File: config.mk
export PLATFORM = sky130hd
export DESIGN_NAME = cpg_timer
export DESIGN_NICKNAME = d
export VERILOG_FILES = /design/src/cpg_pkg.sv /design/src/cpg_timer.sv
export VERILOG_INCLUDE_DIRS = /design/src /design/src/src
export SDC_FILE = /design/constraint.sdc
export NUM_CORES = 1
export LEC_CHECK = 0
export BUFFER_PORTS_ARGS = -buffer_cell sky130_fd_sc_hd__buf_2
export CORE_MARGIN = 8
export CORE_UTILIZATION = 35
export DETAILED_ROUTE_END_ITERATION = 10
export PLACE_DENSITY = 0.64
export SLEW_MARGIN = 0
export SYNTH_ARGS = -nofsm -noshare
export SYNTH_HDL_FRONTEND = slang
export SYNTH_SLANG_ARGS = --single-unit
File: constraint.sdc
create_clock -name pclk -period 3.63 [get_ports pclk]
set_input_delay 0.1815 -clock pclk [delete_from_list [all_inputs] [get_ports pclk]]
set_output_delay 0.1815 -clock pclk [all_outputs]
set_load 0.01 [all_outputs]
File: src/cpg_map.svh
/*
  register offsets, field positions and reset values of the cascaded
  pulse generator; assumes a 32-bit apb slave with byte addresses.
*/
`ifndef CPG_MAP_SVH
`define CPG_MAP_SVH

// byte offsets, one aligned word each
`define CPG_LOWER_CTRL_OFS  8'h00
`define CPG_UPPER_CTRL_OFS  8'h04
`define CPG_DUTY_LOW_OFS    8'h08
`define CPG_DUTY_HIGH_OFS   8'h0c
`define CPG_PERIOD_LOW_OFS  8'h10
`define CPG_PERIOD_HIGH_OFS 8'h14
`define CPG_STATUS_OFS      8'h18
`define CPG_POWER_OFS       8'h1c

// lower control: count source select in [2:0], 3'h7 = count pin
`define CPG_SRC_LSB  0
`define CPG_SRC_EXT  3'h7
// upper control fields
`define CPG_MODE_LSB 0
`define CPG_RUN_BIT  3
`define CPG_FFI_BIT  7
// power register fields
`define CPG_SLOW_BIT 0
`define CPG_PSEL_BIT 1
// status: counter in [15:0], output flop in bit 16
`define CPG_STAT_FF_BIT 16

// reset values
`define CPG_CTRL_RST 8'h00
`define CPG_CMP_RST  16'hffff

`endif

File: src/cpg_pkg.sv
/*
  types of the cascaded pulse generator; no assumptions.
*/
package cpg_pkg;
  // operating mode held in the upper control register
  typedef enum logic [1:0] {
    CPG_MODE_PWM,
    CPG_MODE_PPG,
    CPG_MODE_WARM,
    CPG_MODE_OFF
  } cpg_mode_t;
endpackage

File: src/cpg_timer.sv
/*
  cascaded 16-bit pulse generator: pwm, programmable pulse and warm-up
  counter modes behind an apb slave.
  assumes pclk is the fast clock fc; the slow clock fs is a tick made
  by dividing pclk; the count pin is asynchronous.
*/
//
// Behaviour
// - two bytes chain into one 16-bit up-counter
// - pwm duty match inverts flop, keeps counting
// - pwm overflow inverts flop, clears, raises irq
// - flop loads initial bit; reset clears it
// - pulse pins show inverse of flop in own mode
// - pwm duty buffered until irq, immediate stopped
// - pwm duty read returns active stage
// - stop holds pin; initial bit written separately
// - count source set depends on power mode
// - ppg duty inverts, period inverts and clears
// - ppg compare registers act immediately
// - warm-up mode times clock switch stabilisation
// - warm-up compares only period upper byte
// - counting starts only once run bit set
`timescale 1ns/10ps
`include "cpg_map.svh"
`default_nettype none

module cpg_timer
  import cpg_pkg::*;
#(
  parameter int FS_DIV = 3815  // pclk cycles per fs tick
) (
  input  wire logic        pclk,
  input  wire logic        presetn,
  input  wire logic        psel,
  input  wire logic        penable,
  input  wire logic        pwrite,
  input  wire logic [7:0]  paddr,
  input  wire logic [31:0] pwdata,
  output logic      [31:0] prdata,
  output logic             pready,
  output logic             pslverr,
  input  wire logic        external_count_pin,
  output logic             pwm_pulse_pin,
  output logic             prog_pulse_pin,
  output logic             cascade_timer_irq
);

  // software registers
  logic [7:0]  lower_ctrl_q;     // count source select
  logic [7:0]  upper_ctrl_q;     // mode, run, initial flop level
  logic [15:0] duty_hold_q;      // written duty value
  logic [15:0] duty_act_q;       // duty value used by pwm compare
  logic [15:0] period_q;         // period compare value
  logic [1:0]  power_q;          // slow mode and prescaler select
  // counting state
  logic [15:0] cnt_q;            // cascaded up-counter
  logic        flop_q;           // output toggle flop
  logic        irq_q;            // interrupt pulse
  logic        pwm_pin_q;
  logic        ppg_pin_q;
  logic [10:0] pre_q;            // fast prescaler
  logic [11:0] fs_div_q;         // slow clock divider
  logic [2:0]  fs_pre_q;         // fs/2^3 divider
  logic [2:0]  ext_sync_q;       // count pin synchroniser
  logic        ext_lvl_q;        // filtered pin level
  logic        ext_fall;
  logic        fs_tick;
  logic        tick;
  // apb response
  logic [31:0] rdata_q;
  logic        ready_q;
  logic        err_q;

  cpg_mode_t   mode;
  logic        run;
  logic        wr;
  logic        mapped;
  logic [15:0] nxt;
  logic [15:0] duty_cmp;
  logic [15:0] duty_rd;
  logic        flop_d;

  assign mode = cpg_mode_t'(upper_ctrl_q[`CPG_MODE_LSB +: 2]);
  assign run  = upper_ctrl_q[`CPG_RUN_BIT];
  assign nxt  = cnt_q + 16'h0001;
  // a write lands on the access edge only
  assign wr   = psel & penable & pwrite & ready_q;

  // fast prescaler and slow clock tick, both free running
  always_ff @(posedge pclk or negedge presetn) begin
    if (!presetn) begin
      pre_q    <= 11'h000;
      fs_div_q <= 12'h000;
      fs_pre_q <= 3'h0;
    end else begin
      pre_q <= pre_q + 11'h001;
      if (fs_tick) begin
        fs_div_q <= 12'h000;
        fs_pre_q <= fs_pre_q + 3'h1;
      end else begin
        fs_div_q <= fs_div_q + 12'h001;
      end
    end
  end
  assign fs_tick = (fs_div_q == 12'(FS_DIV - 1));

  // count pin: three flops, a level counts once the last two agree
  always_ff @(posedge pclk or negedge presetn) begin
    if (!presetn) begin
      ext_sync_q <= 3'h0;
      ext_lvl_q  <= 1'b0;
    end else begin
      ext_sync_q <= {ext_sync_q[1:0], external_count_pin};
      if (ext_sync_q[2] == ext_sync_q[1]) begin
        ext_lvl_q <= ext_sync_q[2];
      end
    end
  end
  // pin rate bound
  // the pin is only sampled; pulses shorter than the filter are lost
  assign ext_fall = ext_lvl_q & ~ext_sync_q[2] & ~ext_sync_q[1];

  // count source choice
  // slow mode allows only fs/2^3, fs and the count pin; other codes stall the counter
  always_comb begin
    tick = 1'b0;
    unique case (lower_ctrl_q[`CPG_SRC_LSB +: 3])
      3'h0: begin
        if (power_q[`CPG_SLOW_BIT] || power_q[`CPG_PSEL_BIT]) begin
          tick = fs_tick & (fs_pre_q == 3'h7);
        end else begin
          tick = &pre_q[10:0];
        end
      end
      3'h1: tick = ~power_q[`CPG_SLOW_BIT] & (&pre_q[6:0]);
      3'h2: tick = ~power_q[`CPG_SLOW_BIT] & (&pre_q[4:0]);
      3'h3: tick = ~power_q[`CPG_SLOW_BIT] & (&pre_q[2:0]);
      3'h4: tick = fs_tick;
      3'h5: tick = ~power_q[`CPG_SLOW_BIT] & pre_q[0];
      3'h6: tick = ~power_q[`CPG_SLOW_BIT];
      3'h7: tick = ext_fall;
    endcase
  end

  // ppg compares the written value directly
  assign duty_cmp = (mode == CPG_MODE_PWM) ? duty_act_q : duty_hold_q;
  // pwm read shows the active stage
  assign duty_rd  = (mode == CPG_MODE_PWM) ? duty_act_q : duty_hold_q;

  // control and compare registers
  always_ff @(posedge pclk or negedge presetn) begin
    if (!presetn) begin
      lower_ctrl_q <= `CPG_CTRL_RST;
      upper_ctrl_q <= `CPG_CTRL_RST;
      duty_hold_q  <= `CPG_CMP_RST;
      period_q     <= `CPG_CMP_RST;
      power_q      <= 2'h0;
    end else if (wr) begin
      unique case (paddr)
        `CPG_LOWER_CTRL_OFS:  lower_ctrl_q      <= pwdata[7:0];
        `CPG_UPPER_CTRL_OFS:  upper_ctrl_q      <= pwdata[7:0];
        `CPG_DUTY_LOW_OFS:    duty_hold_q[7:0]  <= pwdata[7:0];
        `CPG_DUTY_HIGH_OFS:   duty_hold_q[15:8] <= pwdata[7:0];
        `CPG_PERIOD_LOW_OFS:  period_q[7:0]     <= pwdata[7:0];
        `CPG_PERIOD_HIGH_OFS: period_q[15:8]    <= pwdata[7:0];
        `CPG_POWER_OFS:       power_q           <= pwdata[1:0];
        default: ;  // status and unmapped words take no write
      endcase
    end
  end

  // duty transfer stage
  // while stopped the stage follows each byte at once; when running
  // it takes the held value only with the interrupt
  always_ff @(posedge pclk or negedge presetn) begin
    if (!presetn) begin
      duty_act_q <= `CPG_CMP_RST;
    end else if (!run) begin
      duty_act_q <= duty_hold_q;
    end else if (irq_q && mode == CPG_MODE_PWM) begin
      duty_act_q <= duty_hold_q;
    end
  end

  // flop next value: stop, initial load and compare matches
  always_comb begin
    flop_d = flop_q;
    if (!run) begin
      // stop holds the level
      // only a control write made while already stopped loads the flop
      // initial level load
      if (wr && paddr == `CPG_UPPER_CTRL_OFS && !pwdata[`CPG_RUN_BIT]) begin
        flop_d = pwdata[`CPG_FFI_BIT];
      end
    end else if (tick) begin
      unique case (mode)
        CPG_MODE_PWM: begin
          if (nxt == duty_cmp) begin
            flop_d = ~flop_d;
          end
          if (cnt_q == 16'hffff) begin
            flop_d = ~flop_d;
          end
        end
        CPG_MODE_PPG: begin
          // period match wins over duty match
          if (nxt == period_q || nxt == duty_cmp) begin
            flop_d = ~flop_q;
          end
        end
        default: ;  // warm-up and off leave the flop alone
      endcase
    end
  end

  // counts only while run is set; a stop also clears it
  always_ff @(posedge pclk or negedge presetn) begin
    if (!presetn) begin
      cnt_q <= 16'h0000;
      irq_q <= 1'b0;
    end else begin
      irq_q <= 1'b0;
      if (!run) begin
        cnt_q <= 16'h0000;
      end else if (tick) begin
        cnt_q <= nxt;
        unique case (mode)
          CPG_MODE_PWM: if (cnt_q == 16'hffff) begin
            irq_q <= 1'b1;
          end
          CPG_MODE_PPG: if (nxt == period_q) begin
            cnt_q <= 16'h0000;
            irq_q <= 1'b1;
          end
          CPG_MODE_WARM: if (nxt[15:8] == period_q[15:8]) begin
            cnt_q <= 16'h0000;
            irq_q <= 1'b1;
          end
          default: ;  // off: count without events
        endcase
      end
    end
  end

  // flop and pins; pins idle high outside their own mode
  always_ff @(posedge pclk or negedge presetn) begin
    if (!presetn) begin
      flop_q    <= 1'b0;
      pwm_pin_q <= 1'b1;
      ppg_pin_q <= 1'b1;
    end else begin
      flop_q    <= flop_d;
      pwm_pin_q <= (mode == CPG_MODE_PWM) ? ~flop_d : 1'b1;
      ppg_pin_q <= (mode == CPG_MODE_PPG) ? ~flop_d : 1'b1;
    end
  end

  // apb: read data staged in setup, answered in one access cycle
  assign mapped = (paddr[7:5] == 3'h0) && (paddr[1:0] == 2'h0);
  always_ff @(posedge pclk or negedge presetn) begin
    if (!presetn) begin
      rdata_q <= 32'h0000_0000;
      ready_q <= 1'b0;
      err_q   <= 1'b0;
    end else begin
      ready_q <= psel & ~penable;
      err_q   <= psel & ~penable & ~mapped;
      if (psel && !penable && !pwrite) begin
        unique case (paddr)
          `CPG_LOWER_CTRL_OFS:  rdata_q <= {24'h0, lower_ctrl_q};
          `CPG_UPPER_CTRL_OFS:  rdata_q <= {24'h0, upper_ctrl_q};
          `CPG_DUTY_LOW_OFS:    rdata_q <= {24'h0, duty_rd[7:0]};
          `CPG_DUTY_HIGH_OFS:   rdata_q <= {24'h0, duty_rd[15:8]};
          `CPG_PERIOD_LOW_OFS:  rdata_q <= {24'h0, period_q[7:0]};
          `CPG_PERIOD_HIGH_OFS: rdata_q <= {24'h0, period_q[15:8]};
          `CPG_STATUS_OFS:      rdata_q <= {15'h0, flop_q, cnt_q};
          `CPG_POWER_OFS:       rdata_q <= {30'h0, power_q};
          default:              rdata_q <= 32'h0000_0000;
        endcase
      end
    end
  end

  assign prdata            = rdata_q;
  assign pready            = ready_q;
  assign pslverr           = err_q;
  assign pwm_pulse_pin     = pwm_pin_q;
  assign prog_pulse_pin    = ppg_pin_q;
  assign cascade_timer_irq = irq_q;
endmodule // cpg_timer

`default_nettype wire

After elaboration in Yosys (flattened, before gate mapping)
Index checks and enable logic that the tools add are counted.

operators by class
  add/subtract/negate cells = 4
  equal/unequal tests = 25
  muxes and demuxes = 30
  bitwise operators = 20
  reduce and logical (&&, ||, !) cells = 27

operator list
  cell                   number
  $pmux 17 s8            1
  $mux 16                7
  $eq 16x16->1           2
  $eq 8x5->1 const B     4
  $pmux 16 s2            1
  $mux 1                 17
  $add 16x1->16 const B  1
  $eq 16x16->1 const B   1
  $eq 8x4->1 const B     2
  $eq 3x3->1 const B     5
  $reduce_and 2->1       7
  $add 12x1->12 const B  1
  $and 1x1->1            12
  $eq 12x12->1 const B   1
  $mux 12                1
  $add 11x1->11 const B  1
  $reduce_and 11->1      1
  $eq 8x3->1 const B     1
  $eq 8x8->1             1
  $logic_not 8->1        1
  $not 1->1              8
  $pmux 1 s8             1
  $reduce_and 7->1       1
  $eq 3x2->1 const B     2
  other kinds (15)       26

word-level totals
  flip-flop bits (word level) = 150
  logic and storage cells = 127

Logic depth before layout (Yosys ltp)
  depth in word-level cells = 14
  mapped depth = 12
  mapped depth without buffers = 11

Worst setup path after synthesis
Ideal clock, no wire load.

  kind = flip-flop to flip-flop
  start = reg cnt_q[1]
  end = reg cnt_q[7]
  library setup time = 0.134 ns
  arrival = 2.525 ns
  data required time = 3.496 ns
  path slack = 0.971 ns
  cell stages (with the launch flop) = 12
  path buffers = 2
  clock period less this slack = 2.659 ns
  cell sequence = dfrtp_1 -> ha_1 -> and4_1 -> buf_2 -> nand3_2 -> xnor2_1 -> a2111o_1 -> o41ai_1 -> a22oi_2 -> o21ai_1 -> buf_4 -> o211ai_1

on the way
  cells in the longest elaborated chain, start to end = 6

ends and longest elaborated chain
  what                                               RTL line                            source
  start: declaration                                 cpg_timer.sv:56                     logic [15:0] cnt_q;
  start signal: assignment                           cpg_timer.sv:226                    cnt_q <= nxt;
  $add 16x1->16 *                                    cpg_timer.sv:85                     assign nxt = cnt_q + 16'h0001;
  $eq 16x16->1 / $eq 8x8->1 (equally long branches)  cpg_timer.sv:231, cpg_timer.sv:235
  $mux 16, on equally long branches                  cpg_timer.sv:231, cpg_timer.sv:235
  $pmux 16 s2 *                                      cpg_timer.sv:227                    unique case (mode)
  $mux 16 *                                          cpg_timer.sv:225                    end else if (tick) begin
  $mux 16 *                                          cpg_timer.sv:223                    if (!run) begin

Mark *: on every way between the ends. The rest lies on a longest branch, timed or not. The select of a mux whose other input is x is not followed.
A chain may end at the register's enable or synchronous reset.

Worst setup path in the final report
  start = reg cnt_q[1]
  end = reg cnt_q[5]

The elaborated chain is that of the path after synthesis.

==> flow_summary.yaml <==
run_status:
  status: "completed"
floorplan:
  core_mm2: 0.02162
  die_y_um: 163.7
  die_w_um: 163.7
  rows: 54
  die_area_mm2: 0.02681
  initial_utilization: 0.3533
  io_pins: 83
cells_and_area:
  n_antenna_cell: 0
  finalInstanceArea_mm2: 0.008817
  final_core_util: 0.4078
  nNetsFinal: 831
  area_delta_synth_final_pct: 15.43
  fill_cells: 2107
  drive_above_1_share: 0.3066
  layout.cells.non_filler: 1066
yosys:
  syn_area_per_cell_um2: 10.57
  synth_edf_count: 0
  yosysWarnings: 0
  synthMuxAreaShare: 0.1251
  synthSimpleGateAreaFrac: 0.1761
  yosys.area_share.adder: 0.02097
  synth-xor-area-share: 0.07420
  synth.cell_area_mm2: 0.007639
  netlist-cell-type-count: 72
  ys_async_sr_fraction: 1.000
  synth_top_family_by_area: "simple AND/OR/NAND/NOR gates"
  synthCells: 723
  synthFlopType: "dfrtp_1"
  synth-compound-area-share: 0.1042
  ys_ff_latch: 135
  yosysSeqAreaShare: 0.4505
setup_path:
  critPathKind: "reg2reg"
  slowest_delay_ps: 680
  r2r_slack_ps: 290
  crit_chain: "ha_1 -> nand4_4 -> nor4_4 -> xnor3_1 -> nand4b_1 -> nor4_2 -> a22oi_2 -> o21ai_1 -> buf_4 -> o211ai_1"
  cp.required_ps: 3970
  reg2reg_to: "cnt_q[5]"
  end_kind: "flop"
  cp_max_fo: 13
  worst_r2r_startpoint: "cnt_q[1]"
  worst_path_max_delay_cell: "a22oi_2"
  reg2reg_depth: 10
  critPathTopFamily: "compound AO/OA/AOI/OAI gates"
  startpoint_type: "flop"
  cp_num_buf_inv: 1
  arrival_ps: 3680
timing:
  hold_ws_ps: 56.73
  maxSlewViolCount: 0
  tightest_slew_ps: 1017
  finalCritPeriodShare: 0.9200
  slew_headroom: 0.3222
  rsz0062_at_grt: "no"
  hold_viol: 0
  fmax_ghz: 0.2994
  setup_viol: 0
  layout_min_cycle_time_ps: 3340
  setup_slack_ps: 290.4
  final.setup.tns_ps: 0
  skew_ps: 15.66
clock_network:
  clock-sinks: 135
  cts-root-buf: "clkbuf_16"
  numCtsBuffers: 17
  worstSkewPairLatency_ps: 420
  clk_transition_reported_paths_ps: 60
  cts_tree: "done"
  post_cts_buffers: 0
  htreeDepth: 4
  cts.path.max_buffers: 2
detailed_routing:
  wl_per_cell_um: 18.22
  drt-initial-drc-count: 488
  drt_first_pass_iters: 5
  drt_wl_total_mm: 19.43
  ant_nets: 0
  via_per_inst: 5.339
  vias: 5691
  drc: 0
hold_path:
  hold_start: "psel"
  min_path_type: "in2reg"
  whs_path_depth: 3
  whs_endpoint: "pready"
global_route:
  grt_pass1_wl_mm: 31.12
  grtUsageTotal: 0.1493
  antenna_found_initial: 0
  overflow: 0
  grt_max_degree: 113
  grt_pass1_vias: 5510
placement:
  dp_cells: 1032
  numPortBuffers: 43
  postPlaceCellArea_mm2: 0.008144
  gp_congestion: 0.9319
  dp_slack_ps: 332.4
  hpwlAfterDp_mm: 14.23
pwr:
  cellPowerDensity_mw_per_mm2: 404.4
  p_total_mw: 3.566
  max-vdd-ir-drop_mv: 0.2498
  power.leakage_nw: 3.927
flow_run:
  cap_violations: 0
## layer usage
layer  up-vias  GRT usage  part of all wire
met2       170     0.2372              0.47
met1      2810     0.1957              0.44
met3        35    0.03459             0.061
li1       2676          -                 -
met5         -          0                 0
met4         0    0.05413             0.022
## cell usage after synthesis, types with 6 or more instances
master / count / share of area
xor2_1: 23 / 0.026
a21oi_1: 12 / 0.0079
and3_1: 8 / 0.0066
o211ai_1: 16 / 0.016
nor3_1: 10 / 0.0066
nand4_1: 9 / 0.0074
buf_2: 8 / 0.0052
mux2_2: 68 / 0.10
clkbuf_1: 16 / 0.0079
nand3_1: 24 / 0.016
a221oi_1: 8 / 0.0092
xnor2_1: 34 / 0.039
nand2_1: 81 / 0.040
or3_1: 6 / 0.0049
dfstp_2: 50 / 0.17
and4_1: 8 / 0.0092
ha_1: 12 / 0.020
a31oi_1: 9 / 0.0074
buf_4: 24 / 0.024
nor2_1: 51 / 0.025
o21ai_0: 18 / 0.012
inv_1: 17 / 0.0084
mux2i_1: 19 / 0.025
nand2b_1: 8 / 0.0066
and2_1: 8 / 0.0066
dfrtp_1: 85 / 0.28
## flip-flops by register name (all words and copies together), names as in the netlist, 8 cells and up
name and flops:
duty_hold_q 16, fs_div_q 12, period_q 16, prdata 17, upper_ctrl_q 8, duty_act_q 16
cnt_q 16, pre_q 11, lower_ctrl_q 8
## power breakdown
| part | switching, mW | leakage, nW | internal (mW) |
|---|---|---|---|
| logic | 0.0976 | 1.96 | 0.0458 |
| clock network | 0.689 | 0.321 | 1.18 |
| registers | 0.0180 | 1.64 | 1.53 |
| total | 0.804 | 3.93 | 2.76 |
## how the worst max path moves through the flow
stage | from | to | slack, ps | cells after the start
after floorplan | cnt_q[1] | cnt_q[7] | 970 | 11
after global placement | cnt_q[1] | cnt_q[9] | 420 | 10
after detailed placement | cnt_q[1] | cnt_q[8] | 330 | 10
after CTS | cnt_q[1] | cnt_q[5] | 290 | 10
after global routing | cnt_q[1] | cnt_q[7] | 80 | 10
final | cnt_q[1] | cnt_q[5] | 290 | 10
## logic make-up (layout without fill, tap and decap cells)
logic type                 count (synthesis)  count (layout)
and+or+nand+nor                          247             247
DFF                                      135             135
AOI/OAI and AO/OA                        110             110
muxes                                     87              87
buffers and inverters                     70             119
xor gates and xnor gates                  60              60
adders and majority gates                 13              13
other                                      1              15
## layout make-up
type,instances,area [um2],area share
Sequential cell,135,3441,0.3902
Clock inverter,10,125.1,0.01419
Multi-Input combinational cell,532,3880,0.4400
Timing Repair Buffer,70,429.2,0.04867
Inverter,17,63.81,0.007237
Clock buffer,22,528.0,0.05988
Tap cell,280,350.3,0.03973
## tightest hold or removal path: stages
cell and delay, ps:
buf_2 80, nand2b_1 80, inv_1 90
## cell usage in the layout (no fill, tap or decap), types with 16 or more instances in the layout
cell,n
mux2i_1,19
mux2_2,68
nor2_1,51
buf_2,42
inv_1,17
xor2_1,23
xnor2_1,34
dfstp_2,50
dfrtp_1,85
nand2_1,81
o211ai_1,16
nand3_1,24
clkbuf_16,20
buf_4,25
o21ai_0,18
## repair_timing
action                                 in CTS  in global routing
endpoints found under the hold margin      86                  0
resized for setup                           0                  0
hold buffers                                2                  0
No activity file was read; power rests on OpenSTA's default activity.
